[config.mk]
export PLATFORM = sky130hd
export DESIGN_NAME = ebc_top
export DESIGN_NICKNAME = d
export VERILOG_FILES = /design/src/rtl/ebc_pkg.sv /design/src/rtl/ebc_pin_keeper.sv /design/src/rtl/ebc_regs.sv /design/src/rtl/ebc_top.sv
export VERILOG_INCLUDE_DIRS = /design/src /design/src/rtl
export SDC_FILE = /design/constraint.sdc
export NUM_CORES = 1
export LEC_CHECK = 0
export BUFFER_PORTS_ARGS = -buffer_cell sky130_fd_sc_hd__buf_2
export CORE_ASPECT_RATIO = 0.5
export CORE_MARGIN = 4
export CORE_UTILIZATION = 32
export DETAILED_ROUTE_END_ITERATION = 16
export PLACE_DENSITY = 0.69
export SLEW_MARGIN = 20
export SYNTH_ARGS = -nofsm -noshare
export SYNTH_HDL_FRONTEND = slang
export SYNTH_SLANG_ARGS = --single-unit
[constraint.sdc]
create_clock -name clk -period 4.45 [get_ports clk]
set_clock_uncertainty 0.2 [all_clocks]
set_input_delay 0.6675 -clock clk [delete_from_list [all_inputs] [get_ports clk]]
set_output_delay 0.6675 -clock clk [all_outputs]
set_load 0.05 [all_outputs]
[src/rtl/ebc_cfg.svh]
// offsets, field positions, reset values and widths of the port control block
`ifndef EBC_CFG_SVH
`define EBC_CFG_SVH
`define EBC_ADR_W 18
`define EBC_IDX_W 16
`define EBC_BCR_IDX 16'hffde
`define EBC_BUS_CONTROL_SECOND_IDX 16'hffda
`define EBC_BH_BIT 15
`define EBC_BS_BIT 14
`define EBC_GFL_BIT 13
`define EBC_PAD_BIT 12
`define EBC_XWS_HI 9
`define EBC_XWS_LO 5
`define EBC_PWS_HI 4
`define EBC_PWS_LO 0
`define EBC_SPLIT_BIT 15
`define EBC_EWS_HI 4
`define EBC_EWS_LO 0
`define EBC_BCR_RST 16'h0021
`define EBC_BUS_CONTROL_SECOND_RST 16'h0000
`define EBC_BCR_WMASK 16'hb3ff
`define EBC_BUS_CONTROL_SECOND_WMASK 16'h801f
`define EBC_WS_ZERO 5'h00
`define EBC_WS_ONE 5'h01
`endif

[src/rtl/ebc_pkg.sv]
// types shared by the port control block
package ebc_pkg;
  typedef enum logic [1:0] {
    EBC_SP_PROG,
    EBC_SP_DATA,
    EBC_SP_PERIPH
  } ebc_space_t;
  typedef enum logic {
    EBC_ST_IDLE,
    EBC_ST_RUN
  } ebc_acc_st_t;
endpackage : ebc_pkg

[src/rtl/ebc_pin_keeper.sv]
// reset-initialised keeper for a two-way active-low control pin
`timescale 1ns/1ps
module ebc_pin_keeper (
  // clock and reset
  input wire logic clk,
  input wire logic reset_n,
  // control
  input wire logic force_low,
  // pad
  input wire logic pin_in,
  output logic pin_out,
  output logic pin_oe,
  output logic pin_level
);
  logic sync1_r;
  logic sync2_r;
  logic held_r;
  logic echo1_r;
  logic echo2_r;

  // the pad reads back our own keeper level two cycles late; only a
  // sample that differs from that echo came from another driver, so
  // an old level cannot keep circulating through the loop
  always_ff @(posedge clk or negedge reset_n) begin
    if (!reset_n) begin
      echo1_r <= 1'b1;
      echo2_r <= 1'b1;
    end else begin
      echo1_r <= pin_out;
      echo2_r <= echo1_r;
    end
  end

  always_ff @(posedge clk or negedge reset_n) begin
    if (!reset_n) begin
      sync1_r <= 1'b1;
      sync2_r <= 1'b1;
    end else begin
      sync1_r <= pin_in;
      sync2_r <= sync1_r;
    end
  end

  // last level seen on the pad, whoever drove it
  always_ff @(posedge clk or negedge reset_n) begin
    if (!reset_n) begin
      held_r <= 1'b1;
    end else if (force_low) begin
      held_r <= 1'b0;
    end else if (sync2_r != echo2_r) begin
      held_r <= sync2_r; // RULE9
    end
  end

  // pad drives high during reset so the pin leaves reset in its idle state
  always_ff @(posedge clk or negedge reset_n) begin
    if (!reset_n) begin
      pin_out <= 1'b1; // RULE11
      pin_oe <= 1'b1;
    end else begin
      pin_out <= force_low ? 1'b0 : held_r; // RULE8
      pin_oe <= force_low;
    end
  end

  assign pin_level = sync2_r;
endmodule : ebc_pin_keeper

[src/rtl/ebc_regs.sv]
// classic wishbone slave holding both bus control registers
`timescale 1ns/1ps
`include "ebc_cfg.svh"
module ebc_regs (
  // clock and reset
  input wire logic clk,
  input wire logic reset_n,
  // wishbone slave
  input wire logic wb_cyc_i,
  input wire logic wb_stb_i,
  input wire logic wb_we_i,
  input wire logic [`EBC_ADR_W-1:0] wb_adr_i,
  input wire logic [3:0] wb_sel_i,
  input wire logic [31:0] wb_dat_i,
  output logic [31:0] wb_dat_o,
  output logic wb_ack_o,
  // status in
  input wire logic bus_state,
  // fields out
  output logic [15:0] bcr_q,
  output logic [15:0] bus_control_second_q
);
  logic req;
  logic hit_bcr;
  logic hit_bus_control_second;
  logic [15:0] lane_m;
  logic first_r;

  assign req = wb_cyc_i && wb_stb_i && !wb_ack_o;
  assign hit_bcr = wb_adr_i[1:0] == 2'h0 &&
    wb_adr_i[`EBC_ADR_W-1:2] == `EBC_BCR_IDX;
  assign hit_bus_control_second = wb_adr_i[1:0] == 2'h0 &&
    wb_adr_i[`EBC_ADR_W-1:2] == `EBC_BUS_CONTROL_SECOND_IDX;
  assign lane_m = {{8{wb_sel_i[1]}}, {8{wb_sel_i[0]}}};

  // one wait-free answer; unmapped addresses ack with zero data
  always_ff @(posedge clk or negedge reset_n) begin
    if (!reset_n) begin
      wb_ack_o <= 1'b0;
    end else begin
      wb_ack_o <= req;
    end
  end

  always_ff @(posedge clk or negedge reset_n) begin
    if (!reset_n) begin
      bcr_q <= `EBC_BCR_RST; // RULE10 RULE16
    end else if (req && wb_we_i && hit_bcr) begin
      bcr_q <= (bcr_q & ~(lane_m & `EBC_BCR_WMASK)) |
        (wb_dat_i[15:0] & lane_m & `EBC_BCR_WMASK);
    end
  end

  // reserved positions stay zero whatever software writes
  always_ff @(posedge clk or negedge reset_n) begin
    if (!reset_n) begin
      bus_control_second_q <= `EBC_BUS_CONTROL_SECOND_RST; // RULE5 RULE12
    end else if (req && wb_we_i && hit_bus_control_second) begin
      bus_control_second_q <= (bus_control_second_q & ~(lane_m & `EBC_BUS_CONTROL_SECOND_WMASK)) |
        (wb_dat_i[15:0] & lane_m & `EBC_BUS_CONTROL_SECOND_WMASK); // RULE4 RULE13
    end
  end

  always_ff @(posedge clk or negedge reset_n) begin
    if (!reset_n) begin
      wb_dat_o <= 32'h0000_0000;
    end else if (req && !wb_we_i && hit_bcr) begin
      wb_dat_o <= {16'h0000, bcr_q[`EBC_BH_BIT], bus_state,
        bcr_q[`EBC_GFL_BIT:0]};
    end else if (req && !wb_we_i && hit_bus_control_second) begin
      wb_dat_o <= {16'h0000, bus_control_second_q};
    end else begin
      wb_dat_o <= 32'h0000_0000;
    end
  end

  always_ff @(posedge clk or negedge reset_n) begin
    if (!reset_n) begin
      first_r <= 1'b0;
    end else begin
      first_r <= 1'b1;
    end
  end

  a_reset_fields: assert property ( // RULE5 RULE10 RULE12 RULE16
    @(posedge clk) disable iff (!reset_n)
    !first_r |-> bus_control_second_q == `EBC_BUS_CONTROL_SECOND_RST && !bcr_q[`EBC_GFL_BIT] &&
      !bcr_q[`EBC_PAD_BIT])
    else $error("control fields not cleared by reset");
endmodule : ebc_regs

[src/rtl/ebc_top.sv]
// external port chip-enable, grant pull-down and program address gating
// Contract
// [RULE1] legacy: memory strobe on every external access
// [RULE2] peripheral strobe only during peripheral accesses
// [RULE3] split: memory strobe never on peripheral access
// [RULE4] split control is bit 15 of second register
// [RULE5] reset clears split control
// [RULE6] clearing split restores legacy strobes
// [RULE7] split acts only in bus master mode
// [RULE8] master mode: grant pin high, forced low
// [RULE9] cleared pull-down keeps last grant level
// [RULE10] reset clears grant pull-down bit
// [RULE11] control and debug pins idle after reset
// [RULE12] peripheral wait field resets to zero
// [RULE13] software writes zero to reserved bits
// [RULE14] disable blocks program address from pins
// [RULE15] disable leaves data and peripheral accesses
// [RULE16] disable is bit 12, reset clears
// [RULE17] software avoids program access while disabled
// [RULE18] software waits one cycle after clearing
// [RULE19] strobes low for whole access incl waits
//
// The implementer's own choice: the Wishbone slave port.
`timescale 1ns/1ps
`include "ebc_cfg.svh"
module ebc_top (
  // clock and reset
  input wire logic clk,
  input wire logic reset_n,
  // wishbone slave
  input wire logic wb_cyc_i,
  input wire logic wb_stb_i,
  input wire logic wb_we_i,
  input wire logic [`EBC_ADR_W-1:0] wb_adr_i,
  input wire logic [3:0] wb_sel_i,
  input wire logic [31:0] wb_dat_i,
  output logic [31:0] wb_dat_o,
  output logic wb_ack_o,
  // core access request
  input wire logic master_mode,
  input wire logic acc_start,
  input wire ebc_pkg::ebc_space_t acc_space,
  input wire logic [15:0] acc_addr,
  input wire logic [15:0] program_address_bus,
  output logic acc_done,
  // port strobes and address
  output logic memory_chip_enable_n,
  output logic peripheral_select_n,
  output logic [15:0] port_address,
  output logic bus_request_hold,
  // grant pin
  input wire logic grant_pin_n_in,
  output logic grant_pin_n_out,
  output logic grant_pin_n_oe,
  // debug request pin
  input wire logic debug_request_pin_n_in,
  output logic debug_request_pin_n_out,
  output logic debug_request_pin_n_oe
);
  import ebc_pkg::*;

  logic [15:0] bcr_q;
  logic [15:0] bus_control_second_q;
  logic split_strobe_enable;
  logic grant_force_low;
  logic program_addr_out_disable;
  logic [4:0] prog_ws;
  logic [4:0] data_ws;
  logic [4:0] periph_ws;
  logic [4:0] start_ws;
  logic grant_level;
  logic master_sync1_r;
  logic master_r;
  logic eff_split_r;
  ebc_space_t space_r;
  ebc_acc_st_t st_r;
  logic [4:0] cnt_r;
  logic [4:0] cnt_nxt;
  logic last_cycle;

  ebc_regs u_regs (
    .clk(clk),
    .reset_n(reset_n),
    .wb_cyc_i(wb_cyc_i),
    .wb_stb_i(wb_stb_i),
    .wb_we_i(wb_we_i),
    .wb_adr_i(wb_adr_i),
    .wb_sel_i(wb_sel_i),
    .wb_dat_i(wb_dat_i),
    .wb_dat_o(wb_dat_o),
    .wb_ack_o(wb_ack_o),
    .bus_state(~grant_level),
    .bcr_q(bcr_q),
    .bus_control_second_q(bus_control_second_q)
  );

  assign split_strobe_enable = bus_control_second_q[`EBC_SPLIT_BIT]; // RULE4
  assign grant_force_low = bcr_q[`EBC_GFL_BIT];
  assign program_addr_out_disable = bcr_q[`EBC_PAD_BIT]; // RULE16
  assign prog_ws = bcr_q[`EBC_PWS_HI:`EBC_PWS_LO];
  assign data_ws = bcr_q[`EBC_XWS_HI:`EBC_XWS_LO];
  assign periph_ws = bus_control_second_q[`EBC_EWS_HI:`EBC_EWS_LO];

  // the mode strap is a pin, so it is synchronised before use
  always_ff @(posedge clk or negedge reset_n) begin
    if (!reset_n) begin
      master_sync1_r <= 1'b0;
      master_r <= 1'b0;
    end else begin
      master_sync1_r <= master_mode;
      master_r <= master_sync1_r;
    end
  end

  // pull-down only means anything while this side is bus master
  ebc_pin_keeper u_grant (
    .clk(clk),
    .reset_n(reset_n),
    .force_low(grant_force_low && master_r), // RULE8
    .pin_in(grant_pin_n_in),
    .pin_out(grant_pin_n_out),
    .pin_oe(grant_pin_n_oe),
    .pin_level(grant_level)
  );

  ebc_pin_keeper u_debug (
    .clk(clk),
    .reset_n(reset_n),
    .force_low(1'b0),
    .pin_in(debug_request_pin_n_in),
    .pin_out(debug_request_pin_n_out), // RULE11
    .pin_oe(debug_request_pin_n_oe),
    .pin_level()
  );

  always_ff @(posedge clk or negedge reset_n) begin
    if (!reset_n) begin
      bus_request_hold <= 1'b0;
    end else begin
      bus_request_hold <= bcr_q[`EBC_BH_BIT];
    end
  end

  always_comb begin
    case (acc_space)
      EBC_SP_PROG: start_ws = prog_ws;
      EBC_SP_DATA: start_ws = data_ws;
      EBC_SP_PERIPH: start_ws = periph_ws;
      default: start_ws = `EBC_WS_ZERO;
    endcase
  end

  assign last_cycle = st_r == EBC_ST_RUN && cnt_r == `EBC_WS_ZERO;
  assign cnt_nxt = cnt_r - `EBC_WS_ONE;

  // access sequencer: one strobe cycle plus the wait states of the space
  always_ff @(posedge clk or negedge reset_n) begin
    if (!reset_n) begin
      st_r <= EBC_ST_IDLE;
      cnt_r <= `EBC_WS_ZERO;
    end else begin
      case (st_r)
        EBC_ST_IDLE: begin
          if (acc_start) begin
            st_r <= EBC_ST_RUN;
            cnt_r <= start_ws;
          end
        end
        EBC_ST_RUN: begin
          if (cnt_r == `EBC_WS_ZERO) begin
            st_r <= EBC_ST_IDLE;
          end else begin
            cnt_r <= cnt_nxt; // RULE19
          end
        end
        default: st_r <= EBC_ST_IDLE;
      endcase
    end
  end

  // mode is caught at the start so a register write mid-access cannot
  // glitch a strobe already on the pins
  always_ff @(posedge clk or negedge reset_n) begin
    if (!reset_n) begin
      eff_split_r <= 1'b0;
      space_r <= EBC_SP_DATA;
    end else if (st_r == EBC_ST_IDLE && acc_start) begin
      eff_split_r <= split_strobe_enable && master_r; // RULE6 RULE7
      space_r <= acc_space;
    end
  end

  always_ff @(posedge clk or negedge reset_n) begin
    if (!reset_n) begin
      memory_chip_enable_n <= 1'b1; // RULE11
      peripheral_select_n <= 1'b1;
    end else if (st_r == EBC_ST_IDLE && acc_start) begin
      memory_chip_enable_n <= split_strobe_enable && master_r &&
        acc_space == EBC_SP_PERIPH; // RULE1 RULE3
      peripheral_select_n <= acc_space != EBC_SP_PERIPH; // RULE2
    end else if (last_cycle) begin
      memory_chip_enable_n <= 1'b1; // RULE19
      peripheral_select_n <= 1'b1;
    end
  end

  // gating the fetch address saves pin toggling; a program access
  // while gated keeps a stale address, which software must avoid
  always_ff @(posedge clk or negedge reset_n) begin
    if (!reset_n) begin
      port_address <= 16'h0000;
    end else if (st_r == EBC_ST_IDLE && acc_start) begin
      if (acc_space != EBC_SP_PROG) begin
        port_address <= acc_addr; // RULE15
      end else if (!program_addr_out_disable) begin
        port_address <= program_address_bus; // RULE14
      end
    end
  end

  always_ff @(posedge clk or negedge reset_n) begin
    if (!reset_n) begin
      acc_done <= 1'b0;
    end else begin
      acc_done <= last_cycle;
    end
  end

  a_legacy_mem_ce: assert property ( // RULE1
    @(posedge clk) disable iff (!reset_n)
    st_r == EBC_ST_RUN && !eff_split_r |-> !memory_chip_enable_n)
    else $error("memory strobe missing in combined mode");

  a_periph_only: assert property ( // RULE2
    @(posedge clk) disable iff (!reset_n)
    !peripheral_select_n |-> st_r == EBC_ST_RUN && space_r == EBC_SP_PERIPH)
    else $error("peripheral strobe outside peripheral access");

  a_split_no_mem: assert property ( // RULE3
    @(posedge clk) disable iff (!reset_n)
    st_r == EBC_ST_RUN && eff_split_r && space_r == EBC_SP_PERIPH
      |-> memory_chip_enable_n && !peripheral_select_n)
    else $error("memory strobe during split peripheral access");

  a_split_select: assert property ( // RULE4 RULE6
    @(posedge clk) disable iff (!reset_n)
    st_r == EBC_ST_IDLE && acc_start |=>
      eff_split_r == ($past(split_strobe_enable) && $past(master_r)))
    else $error("split mode not taken from control bit");

  a_slave_legacy: assert property ( // RULE7
    @(posedge clk) disable iff (!reset_n)
    st_r == EBC_ST_IDLE && acc_start && !master_r &&
      acc_space == EBC_SP_PERIPH |=> !memory_chip_enable_n)
    else $error("split behaviour seen in slave mode");

  a_grant_force: assert property ( // RULE8
    @(posedge clk) disable iff (!reset_n)
    grant_force_low && master_r |-> ##[1:2]
      (grant_pin_n_oe && !grant_pin_n_out))
    else $error("grant pin not pulled low");

  a_pab_block: assert property ( // RULE14
    @(posedge clk) disable iff (!reset_n)
    st_r == EBC_ST_IDLE && acc_start && acc_space == EBC_SP_PROG &&
      program_addr_out_disable |=> $stable(port_address))
    else $error("program address reached pins while gated");

  a_data_pass: assert property ( // RULE15
    @(posedge clk) disable iff (!reset_n)
    st_r == EBC_ST_IDLE && acc_start && acc_space != EBC_SP_PROG
      |=> port_address == $past(acc_addr))
    else $error("data address not driven");

  a_zero_wait: assert property ( // RULE19
    @(posedge clk) disable iff (!reset_n)
    st_r == EBC_ST_IDLE && acc_start && start_ws == `EBC_WS_ZERO |=>
      (st_r == EBC_ST_RUN && !(memory_chip_enable_n &&
      peripheral_select_n)) ##1 (acc_done && memory_chip_enable_n &&
      peripheral_select_n))
    else $error("zero-wait access length wrong");

  a_one_wait: assert property ( // RULE19
    @(posedge clk) disable iff (!reset_n)
    st_r == EBC_ST_IDLE && acc_start && start_ws == `EBC_WS_ONE &&
      acc_space != EBC_SP_PERIPH |=> (!memory_chip_enable_n)[*2]
      ##1 (memory_chip_enable_n && acc_done))
    else $error("one-wait access length wrong");

  c_split_periph: cover property (
    @(posedge clk) disable iff (!reset_n)
    st_r == EBC_ST_RUN && eff_split_r && space_r == EBC_SP_PERIPH);

  c_legacy_periph: cover property (
    @(posedge clk) disable iff (!reset_n)
    st_r == EBC_ST_RUN && !eff_split_r && space_r == EBC_SP_PERIPH);

  c_gated_fetch: cover property (
    @(posedge clk) disable iff (!reset_n)
    acc_start && acc_space == EBC_SP_PROG && program_addr_out_disable);

  c_grant_low: cover property (
    @(posedge clk) disable iff (!reset_n)
    grant_pin_n_oe && !grant_pin_n_out);
endmodule : ebc_top

==> results of run 1 <==
worst paths after layout:
kind,cells after the start,slack [ns],to
setup / recovery,5,2.24,flip-flop
hold / removal,0,0.15,master_r$_DFF_PN0_
setup reg to reg,6,2.31,cnt_r[0]$_DFFE_PN0P_
hold reg to reg,0,0.15,master_r$_DFF_PN0_
max in group asynchronous,1,3.16,port_address[5]$_DFFE_PN0P_
min in group asynchronous,1,0.28,asynchronous set/reset pin
logic make-up (layout without fill, tap and decap cells):
| group | count (synthesis) | count (layout) | synth area share |
|---|---|---|---|
| simple gates | 78 | 78 | 0.132 |
| flops | 76 | 76 | 0.588 |
| buf+inv | 33 | 137 | 0.0600 |
| other cells | 1 | 19 | 0.00115 |
| compound gates | 37 | 37 | 0.0646 |
| fa+ha+maj | 1 | 1 | 0.00382 |
| mux | 47 | 47 | 0.151 |
power breakdown:
group / switching, mW / total, mW / internal, mW
clock: 0.283 / 0.679 / 0.396
sequential: 0.0922 / 0.973 / 0.881
combinational: 0.595 / 0.813 / 0.218
total: 0.970 / 2.46 / 1.49
placed cells by master, fill, tap and decap left out, types with 2 or more instances in the layout:
master	instances
a21o_1	2
a21oi_1	21
and2_1	3
and3_1	7
buf_2	113
buf_4	3
clkbuf_16	9
clkinvlp_4	2
conb_1	19
dfrtp_1	58
dfstp_2	18
inv_1	5
inv_6	2
mux2_2	19
mux2i_1	28
nand2_1	9
nand2b_1	3
nand3_1	4
nand4_1	2
nand4_2	2
nand4b_1	3
nor2_1	26
nor2b_1	5
nor3_1	7
nor3b_1	2
o211ai_1	2
o21ai_0	5
worst max-delay path: cells and delay by family:
family,cells,cell delay [ns]
buffers and inverters,1,0.09
muxes,1,0.38
and+or+nand+nor,3,1.07
synth_stat cells, types with 2 or more instances:
cell type	n	area share
a21o_1	2	0.0046
a21oi_1	22	0.034
and2_1	3	0.0057
and3_1	7	0.013
buf_2	4	0.0061
buf_4	18	0.041
clkbuf_1	6	0.0069
dfrtp_1	58	0.44
dfstp_2	18	0.14
inv_1	5	0.0057
mux2_2	19	0.065
mux2i_1	28	0.086
nand2_1	9	0.010
nand2b_1	3	0.0057
nand3_1	4	0.0061
nand4_1	2	0.0038
nand4_2	2	0.0076
nand4b_1	3	0.0080
nor2_1	26	0.030
nor2b_1	5	0.0096
nor3_1	7	0.011
nor3b_1	2	0.0046
o211ai_1	2	0.0046
o21ai_0	5	0.0076
per-layer routing:
metal	share of wire	wire, um	vias to the layer above	track usage
met5	0	0	-	0
met3	0.069	509	4	0.0493
met4	0.0052	38	0	0.0380
li1	-	-	1153	-
met2	0.51	3760	75	0.209
met1	0.41	3060	1145	0.156
final cells by class:
cell class / count / area (um^2) / share of cell area
Clock buffer: 10 / 239 / 0.0568
Clock inverter: 6 / 46.3 / 0.0110
Inverter: 5 / 18.8 / 0.00446
Multi-Input combinational cell: 182 / 1220 / 0.291
Sequential cell: 76 / 1920 / 0.457
Tap cell: 135 / 169 / 0.0401
Timing Repair Buffer: 116 / 588 / 0.140
==> results summary, run 1 <==
Setup violations remaining at the end of the flow were counted as 0. Setup repair after global routing left no endpoint under its margin. The critical path's largest stage delay came out at 0.38 ns. The width of the die came out at 151 um.

The number of max-slew violations in the final report is 0. The placement-stage worst setup slack came out at 1.89 ns. The worst pin sits at a relative slew slack of 0.376. Summing all non-filler instances in the final layout gives an area of 0.00421 mm^2. The top achievable clock speed came out at 0.453 GHz.

The post-layout instance count excluding filler cells came out at 530. The diode insertion count for antenna repair is 0. The sum of internal, switching and leakage power is 2.46 mW. The number of nets in the final layout came out at 488. The synthesized netlist contains 37 unique library cells. The core occupancy in the finished layout came out at 0.434. Before antenna repair, the detailed router went through 4 iterations.

The number of antenna violations at the first check in global routing was 0. In this run the vertical extent of the chip is 79.5 um. Summing every instance area after synthesis gives 0.00327 mm^2. The largest net degree at the start of global routing came out at 77. The share of synthesized area occupied by flip-flops and latches is 0.588. The flow ran to the end, and the final reports show no timing, DRC or antenna violations. In this run the critical register-to-register path is launched from cnt_r[0]$_DFFE_PN0P_. Data on the critical path arrives at its endpoint at 2.22 ns. The number of storage elements in the synthesis netlist came out at 76. The number of H-tree levels is 3.

The aggregate negative setup slack came out at 0 ns. For the worst setup path, the data required time is 4.46 ns. For this run, design rule violations remaining after detail routing come to 0. The final weighted congestion of routability-driven global placement came out at 0.813. The detailed placement HPWL is 5550 um. The power density over the cells came out at 585 mW/mm^2. The final critical delay including setup and external delays came out at 2.21 ns. The worst setup path startpoint is wb_adr_i[1].

The count of synthesis-stage warnings from yosys came out at 0. The initial standard-cell utilization of the core came out at 0.338. The max-cap check violation count is 0. The number of placed instances with taps included is 514.

The ratio of cells with drive above 1 in the final layout is 0.446. Using the TritonRoute via totals, the vias-per-cell ratio works out to 4.48. Clock tree synthesis selected as its root buffer the cell clkbuf_16. The slowest stage of the critical path is the or3_4 cell. The routed length per instance came out at 13.9 um. The clock network latency to the later pin of the worst-skew pair came out at 0.33 ns. Traced cell by cell, the critical path runs through buf_2 -> or3_4 -> nor4_4 -> nand4_2 -> mux2_2. The total clock buffers created by CTS came out at 9. The kind of critical path is in2reg. The min-delay analysis places its worst path in the category reg2reg.

The leakage power of the design came out at 2.15 nW. The beginning of the worst hold path is master_sync1_r$_DFF_PN0_. The number of enable-type register cells in the synthesized netlist came out at 0. After synthesis, the share of flip-flops with an asynchronous set or reset is 1.00. The primary flip-flop cell chosen by synthesis mapping is dfrtp_1.

The number of buffers inserted for hold repair after clock tree synthesis came out at 0. The remaining number of nets flagged by the antenna check after routing came out at 0. The worst setup path is launched from an input port. The post-detailed-placement cell area came out at 0.00393 mm^2. The die covers 0.0120 mm^2. The core region area came out at 0.00970 mm^2.

The transition time at the pin with the least slew margin came out at 0.936 ns. Of all nets on the critical path, the largest fanout is 8. The global router's overall resource usage is 0.127. After detailed routing, the total wire length is 7360 um. The count of input and output buffers is 114. The per-instance average area after synthesis came out at 12.0 um^2.

The overflow left after global routing came out at 0. The placement row count came out at 25. The gate count of the mapped netlist is 273.

The TritonCTS sink count came out at 76. The count of vias placed by the detailed router came out at 2377. The wire length of the first global-routing pass is 11800 um. The number of placed I/O pins came out at 154. Post-CTS repair changed the size of 0 cells. The violation count after the first detailed-route iteration came out at 93.

The clock-pin slew on the worst setup and hold paths is 0.06 ns. The number of setup buffers added after CTS is 0. The final clock period utilization by the worst path is 0.496. The worst hold slack after final layout came out at 0.149 ns. The number of filler cells placed in the layout is 952. The via count of the first global-routing pass came out at 2381. The slack of the critical path is 2.24 ns. The clock tree buffer depth came out at 2.

The worst setup path is captured at a flip-flop. The hold violation total from the final report came out at 0. The area growth from synthesis to layout is 28.6%. VDD sags by at most 0.000166 V. The clock tree from TritonCTS is yes.
No activity file was read; power rests on OpenSTA's default activity.
==> run 2, diff against run 1 <==
- PLACE_DENSITY: 0.69 -> 0.71
- clock period: 4.45 -> 2 ns (I/O delays scaled with it)
==> run 2 against run 1 <==
Compared with the run above: cell area increased by 4.2%; utilization is 1.8 points higher; combinational power rose by 130%.
==> results summary, run 2 (synthesized netlist as in run 1, its figures left out) <==
The total of endpoints with negative setup slack in the final report is 0 (unchanged). The TritonCTS sink count came to 76 (unchanged). The largest net degree at the start of global routing is 33 (was 77). The worst slew margin relative to its limit is 0.632 (was 0.376). The leakage power of the design came out at 2.23 nW (was 2.15 nW). The number of filler cells placed in the layout came to 916 (was 952).

The die footprint is 0.0120 mm^2 (unchanged). The internal power came out at 3.42 mW (was 1.49 mW). The violation count after the first detailed-route iteration is 115 (was 93). The aggregate negative setup slack came out at 0 ns (unchanged). The overflow left after global routing came out at 0 (unchanged). The worst-case vdd ir drop is 0.000536 V (was 0.000166 V).

The worst-case register-to-register setup slack is 0.17 ns (was 2.31 ns). The clock tree from TritonCTS is yes (unchanged). The buffers plus inverters on the worst setup path is 2 (was 1). The number of placed I/O pins is 154 (unchanged). The arrival time at the worst endpoint was 1.87 ns (was 2.22 ns). The combinational fraction of design power came to 0.335 (was 0.330). The cell with the biggest individual delay on the critical path is dfrtp_1 (was or3_4).

The width of the die is 151 um (unchanged). The worst min-delay path category is in2reg (was reg2reg). The via count of the first global-routing pass came to 2301 (was 2381). Unrepaired setup endpoints after global routing: false (unchanged).

The total clock buffers created by CTS is 9 (unchanged). The worst setup path startpoint is cnt_r[0]$_DFFE_PN0P_ (was wb_adr_i[1]). The detailed placement HPWL is 5520 um (was 5550 um). The clock-pin slew on the worst setup and hold paths came out at 0.06 ns (about the same). The placement row count came to 25 (unchanged). The number of nets in the final layout was 503 (was 488).

The termination of the worst setup path is cnt_r[0]$_DFFE_PN0P_. The end of the worst register-to-register path is cnt_r[0]$_DFFE_PN0P_ (unchanged). The count of vias placed by the detailed router is 2373 (was 2377). The growth of design area from synthesis to finish came out at 34.0% (was 28.6%). The wire length of the first global-routing pass is 11300 um (was 11800 um). The number of setup buffers added after CTS is 0 (unchanged).

The count of input and output buffers is 114 (unchanged). The proportion of total power due to net switching came out at 0.381 (was 0.393). Most frequent cells in the layout: 113 x buf_2, 57 x dfrtp_1, 28 x mux2i_1 (was 113 x buf_2, 58 x dfrtp_1, 28 x mux2i_1). The global router's overall resource usage is 0.123 (was 0.127). The core occupancy in the finished layout is 0.452 (was 0.434). Result of the run: finished, final reports clean (unchanged). The height of the die came out at 79.5 um (unchanged). The net switching power was 2.11 mW (was 970 uW). The total routed wirelength came out at 7280 um (was 7360 um). The final clock period utilization by the worst path is 0.913. The remaining number of nets flagged by the antenna check after routing was 0 (unchanged). The clock network latency to the later pin of the worst-skew pair is 0.33 ns (about the same).

The worst path required time was 2.05 ns (was 4.46 ns). The critical path's largest stage delay is 0.38 ns (about the same). The max-cap check violation count is 0 (unchanged). The top achievable clock speed came out at 0.548 GHz.

The via density per instance is 4.35 (was 4.48). The peak fanout along the critical path is 7 (was 8). The post-layout instance count excluding filler cells came out at 545 (was 530). The cell count of the worst reg-to-reg path is 7 (was 6).

The kind of critical path is reg2reg (was in2reg). The root buffer cell was clkbuf_16 (unchanged). The initial standard-cell utilization of the core is 0.338 (unchanged).

The sum of internal, switching and leakage power came to 5.53 mW (was 2.46 mW). The number of max-slew violations in the final report came out at 0 (unchanged). The startpoint of the most critical register-to-register path is cnt_r[0]$_DFFE_PN0P_ (unchanged). The final critical delay including setup and external delays is 1.83 ns. The cell count along the critical path came out at 7 (was 5). The number of H-tree levels came to 3 (unchanged).

The placement-stage worst setup slack is -0.0323 ns (was 1.89 ns). The number of antenna violations at the first check in global routing is 0 (unchanged). The remaining routing DRC violations was 0 (unchanged). The slack of the critical path is 0.174 ns (was 2.24 ns). The core region area came out at 0.00970 mm^2 (unchanged). The hold violation total from the final report came out at 0 (unchanged).

The number of placed instances with taps included came out at 521 (was 514). The most common cell after layout, fill and taps aside was buf_2 (unchanged). The routed length per instance is 13.4 um (was 13.9 um).

The clock tree buffer depth is 2 (unchanged). The summed area of non-filler cells in the final layout came to 0.00439 mm^2 (was 0.00421 mm^2). The ratio of cells with drive above 1 in the final layout came out at 0.451 (was 0.446). The power share of the sequential group was 0.391 (was 0.395). The power density over the cells came out at 1260 mW/mm^2 (was 585 mW/mm^2). The diode insertion count for antenna repair came out at 0 (unchanged).

The transition time at the pin with the least slew margin is 0.552 ns (was 0.936 ns). The post-detailed-placement cell area is 0.00401 mm^2 (was 0.00393 mm^2). The final weighted congestion of routability-driven global placement came out at 0.752 (was 0.813). The first-pass detailed-route iteration total is 4 (unchanged). The startpoint type of the worst setup path was a flip-flop (was input port). Cell-by-cell listing of the critical path: inv_1 -> ha_1 -> nor3b_2 -> a31oi_1 -> buf_4 -> nand2_1 -> o21ai_0 (was buf_2 -> or3_4 -> nor4_4 -> nand4_2 -> mux2_2). The worst hold slack after final layout came out at 0.0150 ns (was 0.149 ns). The critical path's top delay family is compound AO/OA/AOI/OAI gates (was simple AND/OR/NAND/NOR gates). The relative contribution of the clock network to total power is 0.274 (was 0.275).

The nature of the critical path endpoint was a flip-flop (unchanged).
==> run 2: cell types whose count changed in the layout (fill, tap and decap cells not counted), moves of 2 or more <==
cell and change:
buf_4 +5, buf_12 +2, clkinv_2 +2, dlygate4sd3_1 +8, inv_6 -2, clkbuf_8 +2
==> run 2: repair_timing <==
item	in CTS	in global routing
hold endpoints to repair	33	1
resized for setup	0	1
setup endpoints to repair	0	4
hold buffers	7	1
==> run 2: worst register-to-register path: cells and delay by family (launching register included) <==
| kind | cells | cell delay, ns |
|---|---|---|
| AOI/OAI and AO/OA | 2 | 0.44 |
| DFF | 1 | 0.38 |
| buffers and inverters | 2 | 0.28 |
| and+or+nand+nor | 2 | 0.23 |
| adders and majority gates | 1 | 0.22 |
==> run 2: power by group through the flow <==
stage	clock network (mW)	registers, mW	logic (mW)
after floorplan	0	2.89	0.675
after global placement	0	2.17	1.83
after detailed placement	0	2.19	1.86
after CTS	1.57	2.16	1.88
after global routing	1.65	2.22	2.03
final	1.52	2.16	1.85
==> run 2: worst min-delay path by stage <==
stage	from	slack, ns	end	cells past startpoint
final	wb_dat_i[3]	0.02	flip-flop	2
after floorplan	reset_n	-0.20	asynchronous set/reset pin	0
after global placement	reset_n	0.06	port_address[6]$_DFFE_PN0P_	1
after global routing	wb_dat_i[0]	0.007	flip-flop	2
after detailed placement	reset_n	0.07	port_address[6]$_DFFE_PN0P_	1
after CTS	wb_dat_i[3]	0.004	flip-flop	2
==> run 2: metal layers <==
metal,routed length [um],GRT usage,vias up,part of all wire
li1,-,-,1177,-
met1,3110,0.156,1110,0.43
met2,3530,0.196,80,0.49
met3,564,0.0465,6,0.077
met4,71,0.0398,0,0.0098
met5,0,0,-,0
==> run 2: area by class of cell <==
cell class	instances	area [um^2]	area share
clock buffer	12	267	0.0608
clock inverter	4	22.5	0.00513
inverter	5	18.8	0.00428
multi-input combinational	182	1240	0.282
sequential	76	1930	0.439
tap	135	169	0.0385
timing repair buffer	131	746	0.170
==> run 3, diff against run 2 <==
- HOLD_SLACK_MARGIN: default -> 0.06
- SKIP_CTS_REPAIR_TIMING: default -> 1
==> run 3 against run 2 <==
Compared with the run above: clock power is essentially flat; routed wire length rose by 1.6%; clock-buffer cell count is the same; critical path type unchanged; critical endpoint unchanged; largest power group unchanged; highest routed layer unchanged.
==> results summary, run 3 (synthesized netlist as in run 1, its figures left out) <==
The cell count of the worst reg-to-reg path is 7 (unchanged). The die footprint came out at 0.0120 mm^2 (unchanged). Unrepaired setup endpoints after global routing: false (unchanged). The core region area is 0.00970 mm^2 (unchanged). The number of antenna violations at the first check in global routing is 0 (unchanged). The worst-case register-to-register setup slack was 0.18 ns (was 0.17 ns). The final weighted congestion of routability-driven global placement came out at 0.752 (unchanged). The placement row count is 25 (unchanged).

The sum of internal, switching and leakage power came to 5.55 mW (was 5.53 mW). The internal power came out at 3.43 mW (was 3.42 mW). The beginning of the worst hold path is acc_addr[15] (was wb_dat_i[3]). The met2 layer usage reported by global route came out at 0.194 (was 0.196). The via density per instance came out at 4.33 (was 4.35).

The startpoint type of the worst setup path is a flip-flop (unchanged). The width of the die is 151 um (unchanged). The via count of the first global-routing pass is 2262 (was 2301). The global router's overall resource usage came out at 0.122 (was 0.123). The arrival time at the worst endpoint is 1.87 ns (about the same). Cell-by-cell listing of the critical path: inv_1 -> ha_1 -> nor3b_2 -> a31oi_1 -> buf_4 -> nand2_1 -> o21ai_0 (unchanged).

The wire length of the first global-routing pass is 11200 um (was 11300 um). The proportion of total power due to net switching is 0.381 (about the same). Most frequent cells in the layout: 113 x buf_2, 57 x dfrtp_1, 28 x mux2i_1 (unchanged). The number of max-slew violations in the final report was 0 (unchanged). The number of nets in the final layout came out at 512 (was 503).

The combinational fraction of design power came to 0.336 (was 0.335). The kind of critical path was reg2reg (unchanged). The startpoint of the most critical register-to-register path is cnt_r[0]$_DFFE_PN0P_ (unchanged).

The summed area of non-filler cells in the final layout is 0.00448 mm^2 (was 0.00439 mm^2). The worst-case vdd ir drop is 0.000537 V (was 0.000536 V). The ratio of cells with drive above 1 in the final layout came out at 0.442 (was 0.451). The transition time at the pin with the least slew margin came out at 0.526 ns (was 0.552 ns). The number of H-tree levels is 3 (unchanged). The clock-pin slew on the worst setup and hold paths is 0.06 ns (about the same). The peak fanout along the critical path was 7 (unchanged).

The cell with the biggest individual delay on the critical path is dfrtp_1 (unchanged). The diode insertion count for antenna repair came out at 0 (unchanged). The routed length per instance was 13.3 um (was 13.4 um). The relative contribution of the clock network to total power came out at 0.274 (about the same). The end of the worst register-to-register path was cnt_r[0]$_DFFE_PN0P_ (unchanged). The post-detailed-placement cell area came out at 0.00401 mm^2 (unchanged). The power density over the cells came out at 1240 mW/mm^2 (was 1260 mW/mm^2). The hold violation total from the final report is 0 (unchanged). The clock tree from TritonCTS is yes (unchanged). The detailed placement HPWL came to 5520 um (unchanged). The height of the die was 79.5 um (unchanged). The growth of design area from synthesis to finish came out at 36.7% (was 34.0%). The max-cap check violation count was 0 (unchanged).

The total routed wirelength is 7400 um (was 7280 um). The power share of the sequential group is 0.390 (was 0.391). The nature of the critical path endpoint was a flip-flop (unchanged). The met3 capacity usage during global routing came out at 0.0465 (unchanged).

The critical path's largest stage delay is 0.39 ns (was 0.38 ns). The cell count of the worst hold path is 3 (was 2). The count of input and output buffers was 114 (unchanged). The most heavily used metal layer in global routing was met2 (unchanged). The number of placed I/O pins is 154 (unchanged). The overflow left after global routing came out at 0 (unchanged). The clock network latency to the later pin of the worst-skew pair is 0.33 ns (about the same). The violation count after the first detailed-route iteration came to 143 (was 115). The aggregate negative setup slack is 0 ns (unchanged). The worst slew margin relative to its limit came out at 0.649 (was 0.632).

The top achievable clock speed came out at 0.548 GHz (about the same). The total of endpoints with negative setup slack in the final report came to 0 (unchanged). The number of filler cells placed in the layout came to 909 (was 916).

The root buffer cell was clkbuf_16 (unchanged). The net switching power came to 2.11 mW (about the same). The met1 routing resource usage after global routing is 0.153 (was 0.156).

The initial standard-cell utilization of the core is 0.338 (unchanged). The TritonCTS sink count is 76 (unchanged). The worst path required time is 2.05 ns (about the same). The leakage power of the design came out at 2.27 nW (was 2.23 nW). Result of the run: finished, final reports clean (unchanged). The largest net degree at the start of global routing came out at 33 (unchanged). The worst min-delay path category was in2reg (unchanged). The remaining number of nets flagged by the antenna check after routing is 0 (unchanged). The first-pass detailed-route iteration total is 4 (unchanged). The worst hold path terminates at port_address[15]$_DFFE_PN0P_.

The total clock buffers created by CTS came out at 9 (unchanged). The most common cell after layout, fill and taps aside is buf_2 (unchanged). The clock tree buffer depth was 2 (unchanged). The final clock period utilization by the worst path came out at 0.912 (was 0.913). The count of vias placed by the detailed router was 2400 (was 2373).

The remaining routing DRC violations came to 0 (unchanged). The final critical delay including setup and external delays came out at 1.82 ns (was 1.83 ns).
[run 3: cell count changes in the layout (fill, tap and decap cells not counted)]
cell and delta:
dlygate4sd3_1 +9
[run 3: final cells by class]
class | instances | area (um^2) | area share
timing repair buffer | 140 | 836 | 0.187
inverter | 5 | 18.8 | 0.00419
clock inverter | 4 | 22.5 | 0.00503
clock buffer | 12 | 267 | 0.0595
sequential | 76 | 1930 | 0.430
tap | 135 | 169 | 0.0377
multi-input combinational | 182 | 1240 | 0.277
[run 3: worst max-delay path by stage]
stage,startpoint,to,depth (start not counted)
final,cnt_r[0]$_DFFE_PN0P_,cnt_r[0]$_DFFE_PN0P_,7
after global routing,cnt_r[0]$_DFFE_PN0P_,cnt_r[2]$_DFFE_PN0P_,7
after CTS,cnt_r[0]$_DFFE_PN0P_,cnt_r[2]$_DFFE_PN0P_,7
after detailed placement,wb_adr_i[1],flip-flop,6
after global placement,wb_adr_i[1],flip-flop,6
after floorplan,u_regs.wb_ack_o$_DFF_PN0_,flip-flop,4
[run 3: power by group through the flow]
stage          clock network (mW)  registers, mW  logic (mW)
2_1_floorplan                   0           2.89       0.675
3_3_place_gp                    0           2.17        1.83
3_5_place_dp                    0           2.19        1.86
4_1_cts                      1.57           2.16        1.86
5_1_grt                      1.65           2.22        2.05
6_report                     1.52           2.16        1.86
[run 3: per-stage QoR]
stage               utilization  hold WS [ns]  setup WS [ns]  instances
floorplan                     -        -0.196         0.0361        291
global placement          0.414        0.0638        -0.0294        521
finish                    0.462        0.0765          0.176        554
detailed placement        0.414        0.0685        -0.0323        521
CTS                       0.444        -0.288         0.0585        537
global route              0.462        0.0674         0.0817        554
[run 3: worst max-delay path: cells and delay by family (launching register included)]
family,cells,cell delay (ns)
flip-flops,1,0.39
adder cells (fa/ha/maj),1,0.22
buffers and inverters,2,0.28
AO/OA/AOI/OAI,2,0.44
AND/OR/NAND/NOR,2,0.23
[run 3: per-layer routing]
metal  vias up  share of wire
li1       1197              -
met1      1122           0.43
met2        75           0.49
met3         6          0.068
met4         0         0.0096
met5         -              0
